[src/shared/timer_pkg.sv]
// Purpose: shared constants for the triggered eight stage timer
// Assumes: one 20 MHz clock, synchronous active high reset
// Notes:   counter stages are held true, pins show them inverted
package timer_pkg;

  // counter shape
  localparam int unsigned STAGES      = 8;     // fixed chain length
  localparam int unsigned HALF_COUNT  = 128;   // edges to last output rise

  // counter values
  localparam logic [7:0]  CHAIN_CLEAR = 8'h00; // value held in reset
  localparam logic [7:0]  CHAIN_SET   = 8'hff; // value after a trigger

  // pin input conditioning
  localparam int unsigned SYNC_DEPTH  = 3;     // flops per pin input
  localparam int unsigned PIN_COUNT   = 4;     // conditioned pin inputs
  localparam int unsigned PIN_TRIG    = 0;     // trigger pin slot
  localparam int unsigned PIN_RST     = 1;     // reset pin slot
  localparam int unsigned PIN_BASE    = 2;     // timebase pin slot
  localparam int unsigned PIN_GND     = 3;     // timing node grounded

  // internal oscillator
  localparam int unsigned OSC_HALF    = 16;    // clocks per half period
  localparam logic [15:0] OSC_CLEAR   = 16'h0000; // divider reset value

  // discharge pulse after a start
  localparam logic        DISCH_RESET = 1'b0;  // discharge off in reset

  // control states, gray along idle to run
  typedef enum logic {
    ST_IDLE = 1'b0,
    ST_RUN  = 1'b1
  } timer_state_e;

endpackage

[src/shared/stage_chain_if.sv]
// Purpose: carries commands and stage values to the ripple chain
// Assumes: single clock domain, load and tick are one cycle pulses, clear is held through idle
// Notes:   clear outranks load, load outranks tick
`timescale 1ns/1ps
interface stage_chain_if;
  logic       clear;   // hold all stages cleared
  logic       load;    // flip every stage from clear to set
  logic       tick;    // one falling timebase edge
  logic [7:0] stages;  // stage values, true sense

  modport ctrl  (output clear, output load, output tick, input stages);
  modport chain (input clear, input load, input tick, output stages);
endinterface

[src/design/ripple_chain.sv]
// Purpose: eight stage binary chain stepped by timebase falls
// Assumes: tick is a one cycle pulse per falling timebase edge
// Notes:   stages count down so the last stage clears after 128
`timescale 1ns/1ps
module ripple_chain
  import timer_pkg::*;
(
  input  wire logic   core_clk_in, // system clock
  input  wire logic   srst_in,     // synchronous reset
  stage_chain_if.chain chain_if    // commands in, stages out
);

  logic [7:0] stage_ff; // stage flops
  logic [7:0] step;     // per stage toggle enable

  // a stage flips when every lower stage has wrapped through zero
  genvar gi;
  generate
    for (gi = 0; gi < STAGES; gi++) begin : g_stage
      if (gi == 0) begin : g_first
        assign step[gi] = chain_if.tick; // [RULE11]
      end else begin : g_next
        assign step[gi] = step[gi-1] & ~stage_ff[gi-1]; // [RULE11]
      end
    end
  endgenerate

  // stage update: clear, set all, or ripple step
  always_ff @(posedge core_clk_in) begin
    if (srst_in) begin
      stage_ff <= CHAIN_CLEAR;
    end else if (chain_if.clear) begin
      stage_ff <= CHAIN_CLEAR; // [RULE12]
    end else if (chain_if.load) begin
      stage_ff <= CHAIN_SET; // [RULE3] [RULE4]
    end else begin
      stage_ff <= stage_ff ^ step; // [RULE10]
    end
  end

  assign chain_if.stages = stage_ff;

endmodule

[src/design/triggered_eight_stage_timer.sv]
// Purpose: triggered long range timer with fixed eight stage chain
// Assumes: pins are asynchronous and pass a three flop conditioner
// Notes:   timebase pin is split into in, out and output enable
// Operation
// RULE1: power-up reset leaves the timer idle
// RULE2: reset high with trigger low forces reset
// RULE3: trigger rise starts: discharge, flip stages, outputs low
// RULE4: last stage output rises after 128 falls
// RULE5: trigger outranks reset when both high
// RULE6: last output fed to reset ends one-shot
// RULE7: grounded timing node stops oscillator, external clocks
// RULE8: both divided outputs driven high and low
// RULE9: external clock must be full swing square
// RULE10: fixed eight stage chain, divide two and 256
// RULE11: first stage toggles per fall, rest ripple
// RULE12: reset holds stages clear, outputs high, discharge off
`timescale 1ns/1ps
module triggered_eight_stage_timer
  import timer_pkg::*;
#(
  parameter int unsigned OSC_HALF_P = OSC_HALF // oscillator half period
)(
  input  wire logic core_clk_in,     // 20 MHz system clock
  input  wire logic srst_in,         // synchronous reset, high
  input  wire logic trigger_in,      // trigger pin
  input  wire logic reset_in,        // reset pin
  input  wire logic timing_node_gnd_in, // timing node tied low
  input  wire logic time_base_in,    // timebase pin level
  output logic      time_base_out,   // timebase pin drive value
  output logic      time_base_oe_out, // timebase pin drive enable
  output logic      discharge_out,   // discharge control
  output logic      div2_out,        // first stage, inverted
  output logic      div256_out       // last stage, inverted
);

  // ---- pin conditioning
  logic [PIN_COUNT-1:0] pins;          // raw pin levels
  logic [PIN_COUNT-1:0] sync1_ff;      // first flop, read by second only
  logic [PIN_COUNT-1:0] sync2_ff;      // second flop
  logic [PIN_COUNT-1:0] sync3_ff;      // third flop
  logic [PIN_COUNT-1:0] lvl_ff;        // accepted pin levels
  logic [PIN_COUNT-1:0] nxt_lvl;       // next accepted levels
  logic                 trig_prev_ff;  // trigger level one cycle back

  assign pins = {timing_node_gnd_in, time_base_in, reset_in, trigger_in};

  // three flop chain on every pin
  always_ff @(posedge core_clk_in) begin
    if (srst_in) begin
      sync1_ff <= '0;
      sync2_ff <= '0;
      sync3_ff <= '0;
    end else begin
      sync1_ff <= pins;
      sync2_ff <= sync1_ff;
      sync3_ff <= sync2_ff;
    end
  end

  // a level is taken once second and third flop agree
  genvar gp;
  generate
    for (gp = 0; gp < PIN_COUNT; gp++) begin : g_pin
      assign nxt_lvl[gp] = (sync2_ff[gp] == sync3_ff[gp]) ?
                           sync2_ff[gp] : lvl_ff[gp];
    end
  endgenerate

  // accepted level register and trigger history
  always_ff @(posedge core_clk_in) begin
    if (srst_in) begin
      lvl_ff       <= '0;
      trig_prev_ff <= 1'b0;
    end else begin
      lvl_ff       <= nxt_lvl;
      trig_prev_ff <= lvl_ff[PIN_TRIG];
    end
  end

  logic trig_lvl;   // trigger held high
  logic trig_rise;  // trigger rising edge
  logic rst_req;    // reset asked and not overridden
  logic inhibit;    // internal oscillator stopped

  assign trig_lvl  = lvl_ff[PIN_TRIG];
  assign trig_rise = trig_lvl & ~trig_prev_ff;
  assign rst_req   = lvl_ff[PIN_RST] & ~trig_lvl; // [RULE2] [RULE5]
  assign inhibit   = lvl_ff[PIN_GND]; // [RULE7]

  // ---- control state
  timer_state_e state_ff;   // idle or running
  timer_state_e nxt_state;  // next state
  logic         start;      // start of a timing cycle

  assign start = (state_ff == ST_IDLE) & trig_rise; // [RULE3]

  // next state: trigger starts, unopposed reset stops
  always_comb begin
    nxt_state = state_ff;
    unique case (state_ff)
      ST_IDLE: begin
        if (start) begin
          nxt_state = ST_RUN; // [RULE3]
        end
      end
      ST_RUN: begin
        if (rst_req) begin
          nxt_state = ST_IDLE; // [RULE2] [RULE6]
        end
      end
    endcase
  end

  // state register, power-up lands in idle
  always_ff @(posedge core_clk_in) begin
    if (srst_in) begin
      state_ff <= ST_IDLE; // [RULE1]
    end else begin
      state_ff <= nxt_state;
    end
  end

  // ---- internal oscillator
  logic [15:0] osc_cnt_ff; // half period divider
  logic        osc_ff;     // oscillator level
  logic        disch_ff;   // discharge pulse

  // divider restarts on discharge, held clear while inhibited
  always_ff @(posedge core_clk_in) begin
    if (srst_in || inhibit || disch_ff) begin
      osc_cnt_ff <= OSC_CLEAR; // [RULE7]
      osc_ff     <= 1'b1;
    end else if (osc_cnt_ff == 16'(OSC_HALF_P - 1)) begin
      osc_cnt_ff <= OSC_CLEAR;
      osc_ff     <= ~osc_ff;
    end else begin
      osc_cnt_ff <= osc_cnt_ff + 16'h0001;
    end
  end

  // discharge turns on for one cycle at a start
  always_ff @(posedge core_clk_in) begin
    if (srst_in) begin
      disch_ff <= DISCH_RESET; // [RULE12]
    end else begin
      disch_ff <= start; // [RULE3]
    end
  end

  // ---- timebase edge detection
  logic base_src;     // chosen timebase level
  logic base_prev_ff; // timebase one cycle back
  logic base_fall;    // falling timebase edge

  // external pin clocks the chain when the node is grounded
  assign base_src  = inhibit ? lvl_ff[PIN_BASE] : osc_ff; // [RULE7] [RULE9]
  assign base_fall = base_prev_ff & ~base_src;

  // timebase history
  always_ff @(posedge core_clk_in) begin
    if (srst_in) begin
      base_prev_ff <= 1'b1;
    end else begin
      base_prev_ff <= base_src;
    end
  end

  // ---- counter chain
  stage_chain_if chain_if ();

  // idle clears the chain and ignores edges
  assign chain_if.clear = (state_ff == ST_IDLE) & ~start; // [RULE12]
  assign chain_if.load  = start; // [RULE3]
  assign chain_if.tick  = (state_ff == ST_RUN) & base_fall; // [RULE11]

  ripple_chain u_chain (
    .core_clk_in (core_clk_in),
    .srst_in     (srst_in),
    .chain_if    (chain_if)
  );

  // ---- outputs
  // push-pull inverted stage outputs, both levels driven
  assign div2_out   = ~chain_if.stages[0];         // [RULE8] [RULE10]
  assign div256_out = ~chain_if.stages[STAGES-1];  // [RULE8] [RULE10]
  assign discharge_out = disch_ff;

  // timebase pin driven only while the oscillator runs
  assign time_base_out    = osc_ff;
  assign time_base_oe_out = ~inhibit; // [RULE7]

  // ---- checks
  logic [7:0] fall_cnt_ff; // falls counted since the last start

  // helper count of ticks since start
  always_ff @(posedge core_clk_in) begin
    if (srst_in || start) begin
      fall_cnt_ff <= 8'h00;
    end else if (chain_if.tick) begin
      fall_cnt_ff <= fall_cnt_ff + 8'h01;
    end
  end
endmodule

[config.mk]
export PLATFORM = sky130hd
export DESIGN_NAME = triggered_eight_stage_timer
export DESIGN_NICKNAME = d
export VERILOG_FILES = /design/src/shared/timer_pkg.sv /design/src/shared/stage_chain_if.sv /design/src/design/ripple_chain.sv /design/src/design/triggered_eight_stage_timer.sv
export SDC_FILE = /design/constraint.sdc
export NUM_CORES = 1
export LEC_CHECK = 0
export ABC_CLOCK_PERIOD_IN_PS = 4550
export BUFFER_PORTS_ARGS = -buffer_cell sky130_fd_sc_hd__buf_4
export CAP_MARGIN = 20
export CORE_ASPECT_RATIO = 0.5
export CORE_MARGIN = 4
export CORE_UTILIZATION = 50
export DETAILED_ROUTE_END_ITERATION = 6
export HOLD_SLACK_MARGIN = 0.15
export PLACE_DENSITY = 0.66
export SYNTH_ARGS = -nofsm -noshare
export SYNTH_HDL_FRONTEND = slang
export SYNTH_SLANG_ARGS = --single-unit
[constraint.sdc]
create_clock -name core_clk_in -period 4.55 [get_ports core_clk_in]
set_clock_uncertainty 0.05 [all_clocks]
set_input_delay 0.91 -clock core_clk_in [delete_from_list [all_inputs] [get_ports core_clk_in]]
set_output_delay 0.91 -clock core_clk_in [all_outputs]
set_load 0.01 [all_outputs]
==> reports/metrics.yaml <==
reg2reg_from: "lvl_ff[3]$_SDFFE_PP0N_"
grt_max_degree: 22
path_class: "register to register"
cp_common_cell: "ha_1"
fillers: 283
routed_wl_mm: 2.41
clkPwrFrac_pct: 41.7
clkLatencyLatePin_ns: 0.29
vias: 1107
fp-row-count: 14
min_period_over_period_pct: 51.8
outcome: "complete, no violations"
synth.top_cell.area_share_pct: 53.3
fin_ws_ns: 2.19
tns_ns: 0
worst_slew_pin_slew_ns: 0.630
place_ws_ns: 2.17
start_util_pct: 54.2
avgRoutedWirePerCell_um: 10.7
setup_viol_count_final: 0
die_h_um: 49.1
clk_path_buf_depth: 2
portBuffers: 10
area_growth_syn_to_layout_pct: 13.1
design.die.area_um2: 4430
die_w_um: 90.2
hp-class: "register to register"
nets: 198
synth_area_leaders: "dfxtp_1 53%, xnor2_1 6.7%, ha_1 5.9%, nor2b_1 4.4%, a21oi_1 3.9%"
maxCapViolations: 0
grt_overflow_total: 0
setup.worst_path.end: "u_chain.chain_if.stages[7]$_SDFF_PP0_"
gp_congestion: 0.734
clk_pin_slew_ns: 0.09
ff2ff_setup_slack_ns: 2.19
synth.distinct_cells: 25
path_cells: "mux2i_1 -> and3_1 -> ha_1 -> ha_1 -> ha_1 -> ha_1 -> ha_1 -> ha_1 -> ha_1 -> xnor2_1 -> a21oi_1"
ys_seq_area_share_pct: 53.3
antenna_found_initial: 0
whs_ns: 0.378
syn_nets: 185
crit_start: "lvl_ff[3]$_SDFFE_PP0N_"
ant_nets: 0
n_antenna_cell: 0
post-route-min-period_ns: 2.36
r2r-end: "u_chain.chain_if.stages[7]$_SDFF_PP0_"
gr-usage-all-layers_pct: 12.4
hold_buffers: 0
ys_ff_latch: 45
switchingPower_w: 0.000148
drive_gt1_share_pct: 13.5
startpoint_type: "register"
rsz0062_at_grt: "no"
switching_share_pct: 20.6
critPathMaxStageDelay_ns: 0.41
grt_pass1_vias: 1032
hpwl_mm: 1.65
yosys.area.top_type: "dfxtp_1"
postSynthCellCount: 171
avgSynthCellArea_um2: 9.88
ir_drop_v: 0.000359
power_leakage_nw: 0.711
relSlewSlack_pct: 57.9
grt_pass1_wl_mm: 4.40
crit_path_max_fanout: 5
core_um2: 3120
final_max_slew_viol_count: 0
drc_errors: 0
cts_tree: "yes"
first_pass_iters: 4
crit_slowest_cell: "dfxtp_1"
drtIter0Drc: 31
p_per_area_nw_per_um2: 377
cts_sinks: 45
sequentialPowerShare_pct: 56.1
cts_root_buffer: "clkbuf_8"
post_cts_resized: 0
viasPerCell: 4.92
htree_levels: 2
rr_worst_depth: 11
hold_violations: 0
numCtsBuffers: 5
cp-end-kind: "register"
cp.arrival_ns: 2.46
holdPathStages: 1
ys_warn_count: 0
ios: 11
syn_area_um2: 1690
critPathRequiredTime_ns: 4.65
p_int_w: 0.000573
combPwrFrac_pct: 2.2
post-cts-setup-buffer-count: 0
max_freq_ghz: 0.424
[area by class of cell]
class                           instances  area (um^2)  share of cell area [%]
Sequential cell                        45          901                    47.2
Timing Repair Buffer                   10         75.1                    3.93
Inverter                               13         48.8                    2.55
Tap cell                               40         50.0                    2.62
Clock buffer                            5         68.8                    3.60
Clock inverter                          3         46.3                    2.42
Multi-Input combinational cell        109          721                    37.7
[power groups by stage]
stage	Sequential (W)	Combinational (W)	Clock (W)
floorplan	0.000413	0.0000115	0
global placement	0.000414	0.0000160	0
detailed placement	0.000414	0.0000163	0
CTS	0.000405	0.0000164	0.000311
global route	0.000406	0.0000187	0.000331
finish	0.000405	0.0000161	0.000300
[metal layers]
metal | GRT usage (%) | vias up | routed length (um)
li1 | - | 587 | -
met1 | 15.0 | 503 | 1230
met2 | 19.5 | 12 | 1040
met3 | 5.08 | 5 | 94
met4 | 5.33 | 0 | 39
met5 | 0 | - | 0
[cell families after synthesis]
kind of cell / synth area share, %
multiplexers: 0.593
AND/OR/NAND/NOR: 22.4
XOR/XNOR: 8.30
buffers and inverters: 4.00
AO/OA/AOI/OAI: 5.48
adder cells (fa/ha/maj): 5.93
flip-flops: 53.3
[flip-flops by register name (all words and copies together), names as in the netlist]
signal / flops
base_prev_ff: 1
u_chain.chain_if.stages: 8
sync1_ff: 4
trig_prev_ff: 1
state_ff: 1
lvl_ff: 4
discharge_out: 1
time_base_out: 1
osc_cnt_ff: 16
sync2_ff: 4
sync3_ff: 4
[layout by cell type, fill, tap and decap left out, types with 2 or more instances in the layout]
cell type / Yosys / final
clkbuf_8: 0 / 5
nand4_1: 2 / 2
nor2b_1: 12 / 12
nand2_1: 8 / 8
buf_4: 1 / 10
o21ai_0: 4 / 4
dfxtp_1: 45 / 45
nor3_1: 5 / 5
ha_1: 8 / 8
xor2_1: 3 / 3
nor4_1: 4 / 4
a21oi_1: 13 / 13
xnor2_1: 13 / 13
nand3_1: 5 / 5
nor2_1: 17 / 17
and3_1: 4 / 4
inv_1: 13 / 13
nor4_2: 3 / 3
nor2_2: 2 / 2
[stage by stage]
stage               utilization, %  instances  cell area, um^2  total power, W
floorplan                        -        171             1690        0.000425
CTS                           61.3        225             1910        0.000732
finish                        61.3        225             1910        0.000721
global route                  61.3        225             1910        0.000755
detailed placement            57.6        217             1800        0.000430
global placement              57.6        217             1800        0.000430
[synth_stat cells]
cell	instances
clkbuf_1	3
nor2_2	2
buf_4	1
nor3_1	5
xnor2_1	13
nor2_1	17
ha_1	8
nor4_1	4
nand4_1	2
nor4_2	3
nand3_1	5
nand2_1	8
and3_1	4
xor2_1	3
nand2b_1	1
nand4_4	1
a21oi_1	13
nand4_2	1
inv_1	13
mux2i_1	1
dfxtp_1	45
o21ai_0	4
and2_1	1
o21bai_1	1
nor2b_1	12
[worst max-delay path: cells and delay by family, from the launching register on]
family | cells | cell delay (ns)
adders and majority gates | 7 | 1.26
DFF | 1 | 0.41
and+or+nand+nor | 1 | 0.19
xor gates and xnor gates | 1 | 0.13
muxes | 1 | 0.11
AOI/OAI and AO/OA | 1 | 0.08
[worst min path at each step]
stage	end	start
6_report	discharge_out$_SDFF_PP0_	trig_prev_ff$_SDFF_PP0_
5_1_grt	discharge_out$_SDFF_PP0_	trig_prev_ff$_SDFF_PP0_
3_5_place_dp	discharge_out$_SDFF_PP0_	trig_prev_ff$_SDFF_PP0_
2_1_floorplan	discharge_out$_SDFF_PP0_	trig_prev_ff$_SDFF_PP0_
3_3_place_gp	discharge_out$_SDFF_PP0_	trig_prev_ff$_SDFF_PP0_
4_1_cts	discharge_out$_SDFF_PP0_	trig_prev_ff$_SDFF_PP0_
Note: power is estimated with default switching activity, not from simulation.
